[src/rtl/spd_pkg.sv]
/*
 * constants, layouts and state type of the serial packet delimiter.
 * assumes a single core clock and word-aligned wishbone register offsets.
 */
package spd_pkg;

    // ************************************************************
    // register map
    // ************************************************************
    localparam logic [7:0] ADR_CTRL    = 8'h00;
    localparam logic [7:0] ADR_FORMAT  = 8'h04;
    localparam logic [7:0] ADR_TERM_LO = 8'h08;
    localparam logic [7:0] ADR_TERM_HI = 8'h0C;
    localparam logic [7:0] ADR_THRESH  = 8'h10;
    localparam logic [7:0] ADR_STATUS  = 8'h14;

    // ************************************************************
    // limits and reset values
    // ************************************************************
    localparam logic [3:0]  TERM_LEN_MIN = 4'h1;
    localparam logic [3:0]  TERM_LEN_MAX = 4'h8;
    localparam logic [3:0]  HIST_MAX     = 4'h7;
    localparam logic [63:0] TERM_RST     = 64'h0000_0000_0000_000A;
    localparam logic [9:0]  THRESH_MAX   = 10'h3FC;
    localparam logic [7:0]  SEVEN_MASK   = 8'h7F;
    localparam logic [1:0]  FIFO_DEPTH   = 2'h2;

    typedef enum logic [2:0] {
        MODE_NONE = 3'h0,
        MODE_IDLE = 3'h1,
        MODE_SEND = 3'h2,
        MODE_CUT  = 3'h3,
        MODE_MARK = 3'h4
    } spd_mode_t;

    typedef enum logic [1:0] {
        TX_NORM = 2'b01,
        TX_INS  = 2'b10
    } spd_tx_state_t;

    // ************************************************************
    // carriers and register layouts
    // ************************************************************
    typedef struct packed {
        logic       last;
        logic       has_data;
        logic [7:0] data;
    } spd_word_t;

    typedef struct packed {
        logic       mark;
        logic [7:0] data;
    } spd_char_t;

    typedef struct packed {
        logic [26:0] rsv;
        logic        seven;
        logic        rsv1;
        spd_mode_t   mode;
    } spd_ctrl_t;

    typedef struct packed {
        logic [15:0] rsv;
        logic [7:0]  trail;
        logic [3:0]  rsv1;
        logic [3:0]  len;
    } spd_format_t;

    typedef struct packed {
        logic [15:0] pkts;
        logic [5:0]  rsv;
        logic [1:0]  fill;
        logic [3:0]  held;
        logic        rsv1;
        logic        inserting;
        logic        pkt_open;
        logic        frame_err;
    } spd_status_t;

    typedef struct packed {
        logic                ack;
        logic [31:0]         rdat;
        spd_mode_t           mode;
        logic                seven;
        logic [3:0]          tlen;
        logic [7:0]          trail;
        logic [7:0][7:0]     term;
        logic [9:0]          thresh;
        logic [7:0][7:0]     hist;
        logic [3:0]          hcnt;
        logic [7:0]          tleft;
        logic                pkt_open;
        logic                frm_err;
        logic [15:0]         pkts;
        spd_word_t [1:0]     fifo;
        logic [1:0]          fcnt;
        logic                frd;
        spd_tx_state_t       txs;
        logic [2:0]          tidx;
        logic                first;
        logic                txv;
        spd_char_t           txc;
    } spd_state_t;

endpackage

[src/rtl/spd_top.sv]
/*
 * serial packet delimiter: cuts the received serial character stream into
 * packets for the network side and rebuilds packet boundaries on transmit.
 * assumes a uart core on the same clock that reports the marker position,
 * and an upstream transmit buffer that reports its fill level.
 */
// Our own choices: the register addresses and the Wishbone slave port.
// Behaviour
// - delimiting mode per port: none, idle (streams like none), string send, string cut, marker bit
// - string modes put no upper bound on packet length
// - terminator of one to eight characters, matched only as exact consecutive run
// - string send forwards the terminator characters, the last one carrying the packet end marker
// - string cut drops the terminator and forwards only the packet end marker
// - in send mode a received packet end adds nothing to serial output
// - in cut mode a received packet end appends the local terminator
// - each end uses local settings, so terminators convert between ends
// - marker mode flags the first character of each transmitted packet
// - marked character carries a set marker bit before the stop bit
// - parity is not checked while marker mode is active
// - received marker is a packet start, not a framing error
// - marker mode ends the previous packet only when a marked character arrives
// - the marked character stays ordinary payload, first byte of the packet
// - with seven-bit characters the marker follows the seventh data bit
// - transmit starts once threshold characters are buffered, even without end
// - string modes take a trailing count of characters after the match
`timescale 1ns/1ns
module spd_top
(
    input  wire logic               core_clk_i,
    input  wire logic               reset_i,
    input  wire logic               ce_i,
    input  wire logic               wb_cyc_i,
    input  wire logic               wb_stb_i,
    input  wire logic               wb_we_i,
    input  wire logic [7:0]         wb_adr_i,
    input  wire logic [31:0]        wb_dat_i,
    input  wire logic [3:0]         wb_sel_i,
    output      logic [31:0]        wb_dat_o,
    output      logic               wb_ack_o,
    input  wire logic               rx_valid_i,
    input  wire spd_pkg::spd_char_t rx_char_i,
    output      logic               rx_ready_o,
    output      logic               net_out_valid_o,
    output      spd_pkg::spd_word_t net_out_word_o,
    input  wire logic               net_out_ready_i,
    input  wire logic               net_in_valid_i,
    input  wire spd_pkg::spd_word_t net_in_word_i,
    output      logic               net_in_ready_o,
    input  wire logic [9:0]         net_in_level_i,
    input  wire logic               net_in_end_held_i,
    output      logic               tx_valid_o,
    output      spd_pkg::spd_char_t tx_char_o,
    input  wire logic               tx_ready_i,
    output      logic               cfg_marker_mode_o,
    output      logic               cfg_seven_bit_o,
    output      logic               cfg_parity_off_o
);
    import spd_pkg::*;

    // ************************************************************
    // helpers
    // ************************************************************
    function automatic logic [7:0] mask_char(input logic [7:0] c, input logic seven);
        mask_char = seven ? (c & SEVEN_MASK) : c;
    endfunction

    function automatic logic [31:0] wb_merge(input logic [31:0] old,
                                             input logic [31:0] nw,
                                             input logic [3:0]  sel);
        int i;
        wb_merge = old;
        for (i = 0; i < 4; i++)
        begin
            if (sel[i])
                wb_merge[i*8 +: 8] = nw[i*8 +: 8];
        end
    endfunction

    // last tlen characters (held history plus the new one) against the terminator
    function automatic logic term_hit(input logic [7:0][7:0] hist,
                                      input logic [3:0]      hcnt,
                                      input logic [7:0]      c,
                                      input logic [7:0][7:0] term,
                                      input logic [3:0]      tlen,
                                      input logic            seven);
        int k;
        term_hit = (hcnt >= tlen - TERM_LEN_MIN);
        if (mask_char(c, seven) != mask_char(term[int'(tlen) - 1], seven))
            term_hit = 1'b0;
        for (k = 1; k < 8; k++)
        begin
            if (k < int'(tlen))
            begin
                if (hist[k - 1] != mask_char(term[int'(tlen) - 1 - k], seven))
                    term_hit = 1'b0;
            end
        end
    endfunction

    spd_state_t  q;
    spd_state_t  d;
    spd_ctrl_t   rd_ctrl;
    spd_format_t rd_fmt;
    spd_status_t rd_stat;
    spd_ctrl_t   wr_ctrl;
    spd_format_t wr_fmt;
    spd_word_t   push_word;
    logic        push;
    logic        pop;
    logic        is_string;
    logic        hit;
    logic        fifo_ok;
    logic        split_end;
    logic        rx_fire;
    logic        released;
    logic        out_free;
    logic        net_fire;
    logic        wb_go;
    logic        tx_load;
    logic [7:0]  cdat;
    logic [31:0] wr_val;
    logic [7:0][7:0] hist_new;

    // ************************************************************
    // handshakes
    // ************************************************************
    assign is_string = (q.mode == MODE_SEND) || (q.mode == MODE_CUT);
    assign cdat      = mask_char(rx_char_i.data, q.seven);
    assign hit       = is_string && (q.tleft == 8'h00) &&
                       term_hit(q.hist, q.hcnt, rx_char_i.data, q.term, q.tlen, q.seven);
    assign fifo_ok   = q.fcnt != FIFO_DEPTH;
    // a marked character first closes the open packet, one cycle ahead
    assign split_end = (q.mode == MODE_MARK) && rx_valid_i && rx_char_i.mark &&
                       q.pkt_open;
    assign rx_ready_o = fifo_ok && !split_end;
    assign rx_fire    = rx_valid_i && rx_ready_o;
    assign pop        = net_out_ready_i && (q.fcnt != 2'h0);
    assign released   = (net_in_level_i >= q.thresh) || net_in_end_held_i;
    assign out_free   = !q.txv || tx_ready_i;
    assign net_in_ready_o = out_free && released && (q.txs == TX_NORM);
    assign net_fire   = net_in_valid_i && net_in_ready_o;
    assign wb_go      = wb_cyc_i && wb_stb_i && !q.ack;
    assign wb_ack_o          = q.ack;
    assign wb_dat_o          = q.rdat;
    assign net_out_valid_o   = q.fcnt != 2'h0;
    assign net_out_word_o    = q.fifo[q.frd];
    assign tx_valid_o        = q.txv;
    assign tx_char_o         = q.txc;
    assign cfg_marker_mode_o = q.mode == MODE_MARK;
    assign cfg_seven_bit_o   = q.seven;
    assign cfg_parity_off_o  = q.mode == MODE_MARK;
    // ************************************************************
    // next state
    // ************************************************************
    always_comb
    begin
        d         = q;
        push      = 1'b0;
        push_word = '0;
        tx_load   = 1'b0;
        hist_new  = {q.hist[6:0], cdat};

        rd_ctrl = '{mode: q.mode, seven: q.seven, default: '0};
        rd_fmt  = '{len: q.tlen, trail: q.trail, default: '0};
        rd_stat = '{pkts: q.pkts, fill: q.fcnt, held: q.hcnt, inserting: q.txs == TX_INS,
                    pkt_open: q.pkt_open, frame_err: q.frm_err, default: '0};
        // register bus: one wait state, unmapped reads zero
        d.ack = wb_go;
        unique case (wb_adr_i)
            ADR_CTRL:    wr_val = rd_ctrl;
            ADR_FORMAT:  wr_val = rd_fmt;
            ADR_TERM_LO: wr_val = q.term[3:0];
            ADR_TERM_HI: wr_val = q.term[7:4];
            ADR_THRESH:  wr_val = {22'h0, q.thresh};
            ADR_STATUS:  wr_val = rd_stat;
            default:     wr_val = 32'h0;
        endcase
        if (wb_go)
            d.rdat = wb_we_i ? 32'h0 : wr_val;
        wr_ctrl = spd_ctrl_t'(wb_merge(wr_val, wb_dat_i, wb_sel_i));
        wr_fmt  = spd_format_t'(wb_merge(wr_val, wb_dat_i, wb_sel_i));
        if (wb_go && wb_we_i)
        begin
            unique case (wb_adr_i)
                ADR_CTRL:
                begin
                    d.seven = wr_ctrl.seven;
                    // unknown codes fall back to plain streaming
                    d.mode  = (wr_ctrl.mode > MODE_MARK) ? MODE_NONE : wr_ctrl.mode;
                end
                ADR_FORMAT:
                begin
                    d.trail = wr_fmt.trail;
                    d.tlen  = (wr_fmt.len < TERM_LEN_MIN) ? TERM_LEN_MIN :
                              (wr_fmt.len > TERM_LEN_MAX) ? TERM_LEN_MAX : wr_fmt.len;
                end
                ADR_TERM_LO: d.term[3:0] = wb_merge(wr_val, wb_dat_i, wb_sel_i);
                ADR_TERM_HI: d.term[7:4] = wb_merge(wr_val, wb_dat_i, wb_sel_i);
                ADR_THRESH:
                begin
                    wr_val   = wb_merge(wr_val, wb_dat_i, wb_sel_i);
                    d.thresh = (wr_val[9:0] > THRESH_MAX) ? THRESH_MAX : wr_val[9:0];
                end
                ADR_STATUS:
                begin
                    wr_val = wb_merge(32'h0, wb_dat_i, wb_sel_i);
                    if (wr_val[0])
                        d.frm_err = 1'b0;
                end
                default: ;
            endcase
        end

        // receive side: serial characters into packets
        if (split_end && fifo_ok)
        begin
            push           = 1'b1;
            push_word.last = 1'b1;
            d.pkt_open     = 1'b0;
            d.pkts         = q.pkts + 16'h0001;
        end
        else if (rx_fire)
        begin
            d.pkt_open         = 1'b1;
            push_word.data     = cdat;
            push_word.has_data = 1'b1;
            if (rx_char_i.mark && (q.mode != MODE_MARK))
                d.frm_err = 1'b1;
            if (!is_string)
                push = 1'b1;
            else if (q.tleft != 8'h00)
            begin
                push           = 1'b1;
                push_word.last = q.tleft == 8'h01;
                d.tleft        = q.tleft - 8'h01;
                if (q.tleft == 8'h01)
                begin
                    d.pkt_open = 1'b0;
                    d.pkts     = q.pkts + 16'h0001;
                end
            end
            else if (hit)
            begin
                d.hcnt  = 4'h0;
                d.tleft = q.trail;
                if (q.mode == MODE_SEND)
                begin
                    push           = 1'b1;
                    push_word.last = q.trail == 8'h00;
                end
                else if (q.trail == 8'h00)
                begin
                    push               = 1'b1;
                    push_word.has_data = 1'b0;
                    push_word.data     = 8'h00;
                    push_word.last     = 1'b1;
                end
                if (q.trail == 8'h00)
                begin
                    d.pkt_open = 1'b0;
                    d.pkts     = q.pkts + 16'h0001;
                end
            end
            else
            begin
                d.hist = hist_new;
                if (q.mode == MODE_SEND)
                begin
                    push   = 1'b1;
                    d.hcnt = (q.hcnt == HIST_MAX) ? HIST_MAX : q.hcnt + 4'h1;
                end
                else if (q.hcnt + TERM_LEN_MIN >= q.tlen)
                begin
                    // oldest held character can no longer start a match
                    push           = 1'b1;
                    push_word.data = hist_new[q.hcnt];
                end
                else
                    d.hcnt = q.hcnt + 4'h1;
            end
        end

        // two-entry buffer toward the network
        if (push)
            d.fifo[q.frd ^ q.fcnt[0]] = push_word;
        if (pop)
            d.frd = ~q.frd;
        d.fcnt = q.fcnt + {1'b0, push} - {1'b0, pop};

        // transmit side: network words onto the serial line
        if (q.txv && tx_ready_i)
            d.txv = 1'b0;
        unique case (q.txs)
            TX_NORM:
            begin
                if (net_fire)
                begin
                    if (net_in_word_i.has_data)
                    begin
                        tx_load     = 1'b1;
                        d.txv       = 1'b1;
                        d.txc.data  = mask_char(net_in_word_i.data, q.seven);
                        d.txc.mark  = (q.mode == MODE_MARK) && q.first;
                        d.first     = 1'b0;
                    end
                    if (net_in_word_i.last && (q.mode == MODE_CUT))
                    begin
                        d.txs  = TX_INS;
                        d.tidx = 3'h0;
                    end
                    else if (net_in_word_i.last)
                        d.first = 1'b1;
                end
            end
            TX_INS:
            begin
                if (out_free)
                begin
                    tx_load    = 1'b1;
                    d.txv      = 1'b1;
                    d.txc.data = mask_char(q.term[q.tidx], q.seven);
                    d.txc.mark = (q.mode == MODE_MARK) && q.first;
                    d.first    = 1'b0;
                    d.tidx     = q.tidx + 3'h1;
                    if ({1'b0, q.tidx} == q.tlen - TERM_LEN_MIN)
                    begin
                        d.txs   = TX_NORM;
                        d.first = 1'b1;
                    end
                end
            end
        endcase
    end

    // ************************************************************
    // state register
    // ************************************************************
    always_ff @(posedge core_clk_i or posedge reset_i)
    begin
        if (reset_i)
        begin
            q        <= '0;
            q.mode   <= MODE_NONE;
            q.tlen   <= TERM_LEN_MIN;
            q.term   <= TERM_RST;
            q.thresh <= THRESH_MAX;
            q.txs    <= TX_NORM;
            q.first  <= 1'b1;
        end
        else if (ce_i)
            q <= d;
    end
endmodule // spd_top

[config.mk]
export PLATFORM = sky130hd
export DESIGN_NAME = spd_top
export DESIGN_NICKNAME = d
export VERILOG_FILES = /design/src/rtl/spd_pkg.sv /design/src/rtl/spd_top.sv
export SDC_FILE = /design/constraint.sdc
export NUM_CORES = 1
export LEC_CHECK = 0
export ABC_AREA = 1
export BUFFER_PORTS_ARGS = -buffer_cell sky130_fd_sc_hd__buf_2
export CAP_MARGIN = 20
export CORE_ASPECT_RATIO = 1.1
export CORE_MARGIN = 1.5
export CORE_UTILIZATION = 56
export CTS_CLUSTER_DIAMETER = 40
export DETAILED_ROUTE_END_ITERATION = 6
export PLACE_DENSITY = 0.78
export SLEW_MARGIN = 30
export SYNTH_ARGS = -nofsm -noshare
export SYNTH_HDL_FRONTEND = slang
export SYNTH_SLANG_ARGS = --single-unit
[constraint.sdc]
create_clock -name core_clk_i -period 9.03 [get_ports core_clk_i]
set_input_delay 1.806 -clock core_clk_i [delete_from_list [all_inputs] [get_ports core_clk_i]]
set_output_delay 1.806 -clock core_clk_i [all_outputs]
set_load 0.01 [all_outputs]
==> results.py <==
metrics = {
    "yosys": {
        "synth-seq-cells": 248,
        "seq_area_frac_synth_pct": 35.7,
        "ys_dominant_reg_cell": "sky130_fd_sc_hd__dfrtp_1",
        "synth_common_cells": "sky130_fd_sc_hd__nand2_1, sky130_fd_sc_hd__o21ai_0, sky130_fd_sc_hd__nand3_1",
        "netlist-cell-type-count": 52,
        "number_of_warning_messages_in_the_yosys_log": 0,
        "synth.net_count": 2771,
        "yosysTopAreaCell": "sky130_fd_sc_hd__dfrtp_1",
        "synth.top_cells.by_area": "sky130_fd_sc_hd__dfrtp_1, sky130_fd_sc_hd__nand2_1, sky130_fd_sc_hd__o21ai_0",
        "syn-cell-area_um2": 17500,
        "yosys.area.top_type_share_pct": 33.7,
        "postSynthAreaPerCell_um2": 6.57,
        "synth.most_common_cell": "sky130_fd_sc_hd__nand2_1",
        "synthesis.instances": 2657,
        "synth_async_sr_flop_share_pct": 100,
        "number_of_synthesized_flops_with_an_enable_pin": 0,
    },
    "final_layout": {
        "fillers": 2827,
        "final_util_pct": 63.4,
        "multi_input_comb_area_um2": 9530,
        "layout.area.seq_um2": 6220,
        "area_growth_syn_to_layout_pct": 11.1,
        "n_antenna_cell": 0,
        "stdcell_count": 3135,
        "drive_gt1_share_pct": 10.6,
        "final_nets": 2804,
    },
    "detailed_routing": {
        "num_vias": 19000,
        "postRouteWirelength_mm": 64.8,
        "initial_drt_markers": 2441,
        "avgRoutedWirePerCell_um": 20.7,
        "drc": 1,
        "route.detailed.vias_per_inst": 6.06,
        "final_antenna_net_count": 0,
        "drt_pre_antenna_iters": 7,
    },
    "setup_path": {
        "slowest_cell_on_the_critical_path": "sky130_fd_sc_hd__a21oi_2",
        "crit_type": "reg2reg",
        "crit_path_max_fanout": 97,
        "max_stage_delay_ps": 820,
        "cp.arrival_ps": 6740,
        "worstPathCellList": "buf_4, inv_2, buf_4, ha_1, inv_1, nand2_1, nand2_1, nand2_1, nand2_1, o21ai_0, nand2_1, nand2_1, nor2_1, nand2_1, o21ai_2, nand2_1, nor2_4, nand2_4, nand2_4, nand3_1, a21oi_2, o21ai_0",
        "worstSetupEndpointType": "register",
        "crit_top_cell": "sky130_fd_sc_hd__nand2_1",
        "worstSetupStartpointType": "register",
        "data_required_time_of_the_critical_path_ps": 9430,
    },
    "timing": {
        "finalHoldViolCount": 0,
        "setup_repair_after_global_routing_missed_its_margin": "no",
        "max-slew-margin-rel_pct": 30.9,
        "period_minus_slack_ps": 6340,
        "worst_clk_skew_ps": 38.3,
        "final.setup.worst_slack_ps": 2690,
        "number_of_failing_setup_endpoints_in_the_final_timing_report": 0,
        "setup_tns_ps": 0,
        "max_clock_freq_mhz": 158,
        "timing_max_transition_violations_final": 0,
        "worstMarginPinSlew_ps": 1030,
        "period_share_pct": 70.2,
    },
    "run": {
        "max_cap_violations": 0,
    },
    "placed_design": {
        "finalWeightedCongestion": 1.00,
        "port_buffers": 142,
        "minimum_setup_slack_after_placement_ps": 2780,
        "dp.cells": 3063,
        "post_dp_hpwl_mm": 48.5,
    },
    "clocking": {
        "cts_buffers": 39,
        "count_of_buffers_added_by_post_cts_timing_repair_for_setup": 0,
        "max-clock-path-buffers": 3,
        "cts_tree": "done",
        "clkLatencyLatePin_ps": 560,
        "clkSinkCount": 248,
        "cts.root.buffer_cell": "sky130_fd_sc_hd__clkbuf_16",
        "postCtsHoldBufs": 0,
        "cts_repair_resize_count": 0,
        "htreeDepth": 2,
        "clkSlewWorstSetupHoldPaths_ps": 60,
    },
    "power": {
        "internal_power_mw": 2.40,
        "total_switching_power_mw": 1.15,
        "worst_ir_drop_vdd_mv": 0.176,
        "power.share.clock_pct": 45.8,
        "p_leak_nw": 9.43,
        "design_power_mw": 3.55,
        "power.sequential.fraction_pct": 35.4,
        "pwr_density_cell_nw_per_um2": 183,
        "combPwrFrac_pct": 18.8,
        "swShare_pct": 32.5,
    },
    "die": {
        "initial_utilization_pct": 57.0,
        "placeableCoreArea_um2": 30600,
        "floorplan.die_area_um2": 32200,
        "ioPinCount": 143,
        "die_width_um": 171,
        "floorplan.die.height_um": 188,
        "num_rows": 67,
    },
    "global_route": {
        "grt_max_degree": 149,
        "antenna_found_initial": 0,
        "wire_length_of_the_first_global_routing_pass_mm": 99.7,
        "first_global_vias": 17300,
        "overflow": 0,
        "groute.usage.overall_pct": 40.6,
    },
    "hold_path": {
        "worst_hold_path_type": "reg2reg",
    },
    "run_status": {
        "status": "finished, violations left",
        "failed_checks": "design-rule violations",
    },
}
## placed cells by master (no fill, tap or decap), types with 30 or more instances in the layout
cell	Yosys	routed
sky130_fd_sc_hd__buf_2	35	142
sky130_fd_sc_hd__o22ai_1	43	43
sky130_fd_sc_hd__nand2_1	930	928
sky130_fd_sc_hd__inv_1	217	215
sky130_fd_sc_hd__dfrtp_1	235	235
sky130_fd_sc_hd__o21ai_0	342	342
sky130_fd_sc_hd__nand3_1	249	249
sky130_fd_sc_hd__clkbuf_16	0	40
sky130_fd_sc_hd__ha_1	30	30
sky130_fd_sc_hd__nor2_1	118	117
sky130_fd_sc_hd__a21oi_1	105	105
## routing by layer
metal,share of wire [%],global-route usage (%),vias to the layer above
met1,40,55.3,8821
met3,10,7.07,215
li1,-,-,8778
met4,6.0,21.7,0
met2,44,61.3,1172
met5,0,0,-
## kinds of logic after synthesis
group / synth area share (%)
adders and majority gates: 2.15
and+or+nand+nor: 32.5
xor gates and xnor gates: 1.41
DFF: 35.7
AOI/OAI and AO/OA: 17.6
muxes: 0.832
buffers and inverters: 9.87
## metrics by stage
stage | area, um^2 | hold WS (ps)
finish | 19400 | 477
global route | 19400 | 488
detailed placement | 18000 | 460
CTS | 19400 | 480
floorplan | 17500 | 444
global placement | 18000 | 459
## power groups by stage
| stage | Sequential, mW | Clock [mW] | Combinational [mW] |
|---|---|---|---|
| 2_1_floorplan | 1.24 | 0 | 0.482 |
| 3_3_place_gp | 1.27 | 0 | 0.636 |
| 5_1_grt | 1.27 | 1.68 | 0.735 |
| 6_report | 1.26 | 1.63 | 0.667 |
| 4_1_cts | 1.25 | 1.63 | 0.658 |
| 3_5_place_dp | 1.27 | 0 | 0.655 |
## path summary, 6_finish.rpt
check | start | to | slack [ps] | cells after the start
max in group asynchronous | reset_i | q[218] | 6300 | 3
worst max-delay path | q[215] | q[51] | 2690 | 22
worst min-delay path | tx_char_o[2] | tx_char_o[2] | 480 | 1
worst max register to register | q[215] | q[51] | 2690 | 22
worst min register to register | tx_char_o[2] | tx_char_o[2] | 480 | 1
min in group asynchronous | reset_i | hist_new[13] | 1360 | 2
## sequential cells by signal, summed over array words and instances, names as in the netlist
name and cells:
tx_char_o 9, cfg_seven_bit_o 1, q 148, wb_ack_o 1
wb_dat_o 32, hist_new 56, tx_valid_o 1
## critical path, delay by kind of cell (launching register included)
family | cells | cell delay [ps]
AO/OA/AOI/OAI | 4 | 1350
adder cells (fa/ha/maj) | 1 | 350
buffers and inverters | 4 | 1200
flip-flops | 1 | 510
AND/OR/NAND/NOR | 13 | 2750
## layout make-up
cell class | count | area share (%)
clock buffer | 42 | 5.25
clock inverter | 30 | 2.07
inverter | 225 | 4.39
multi-input combinational | 2016 | 49.1
sequential | 248 | 32.1
tap | 414 | 2.67
timing repair buffer | 160 | 4.42
No activity file was read; power rests on OpenSTA's default activity.
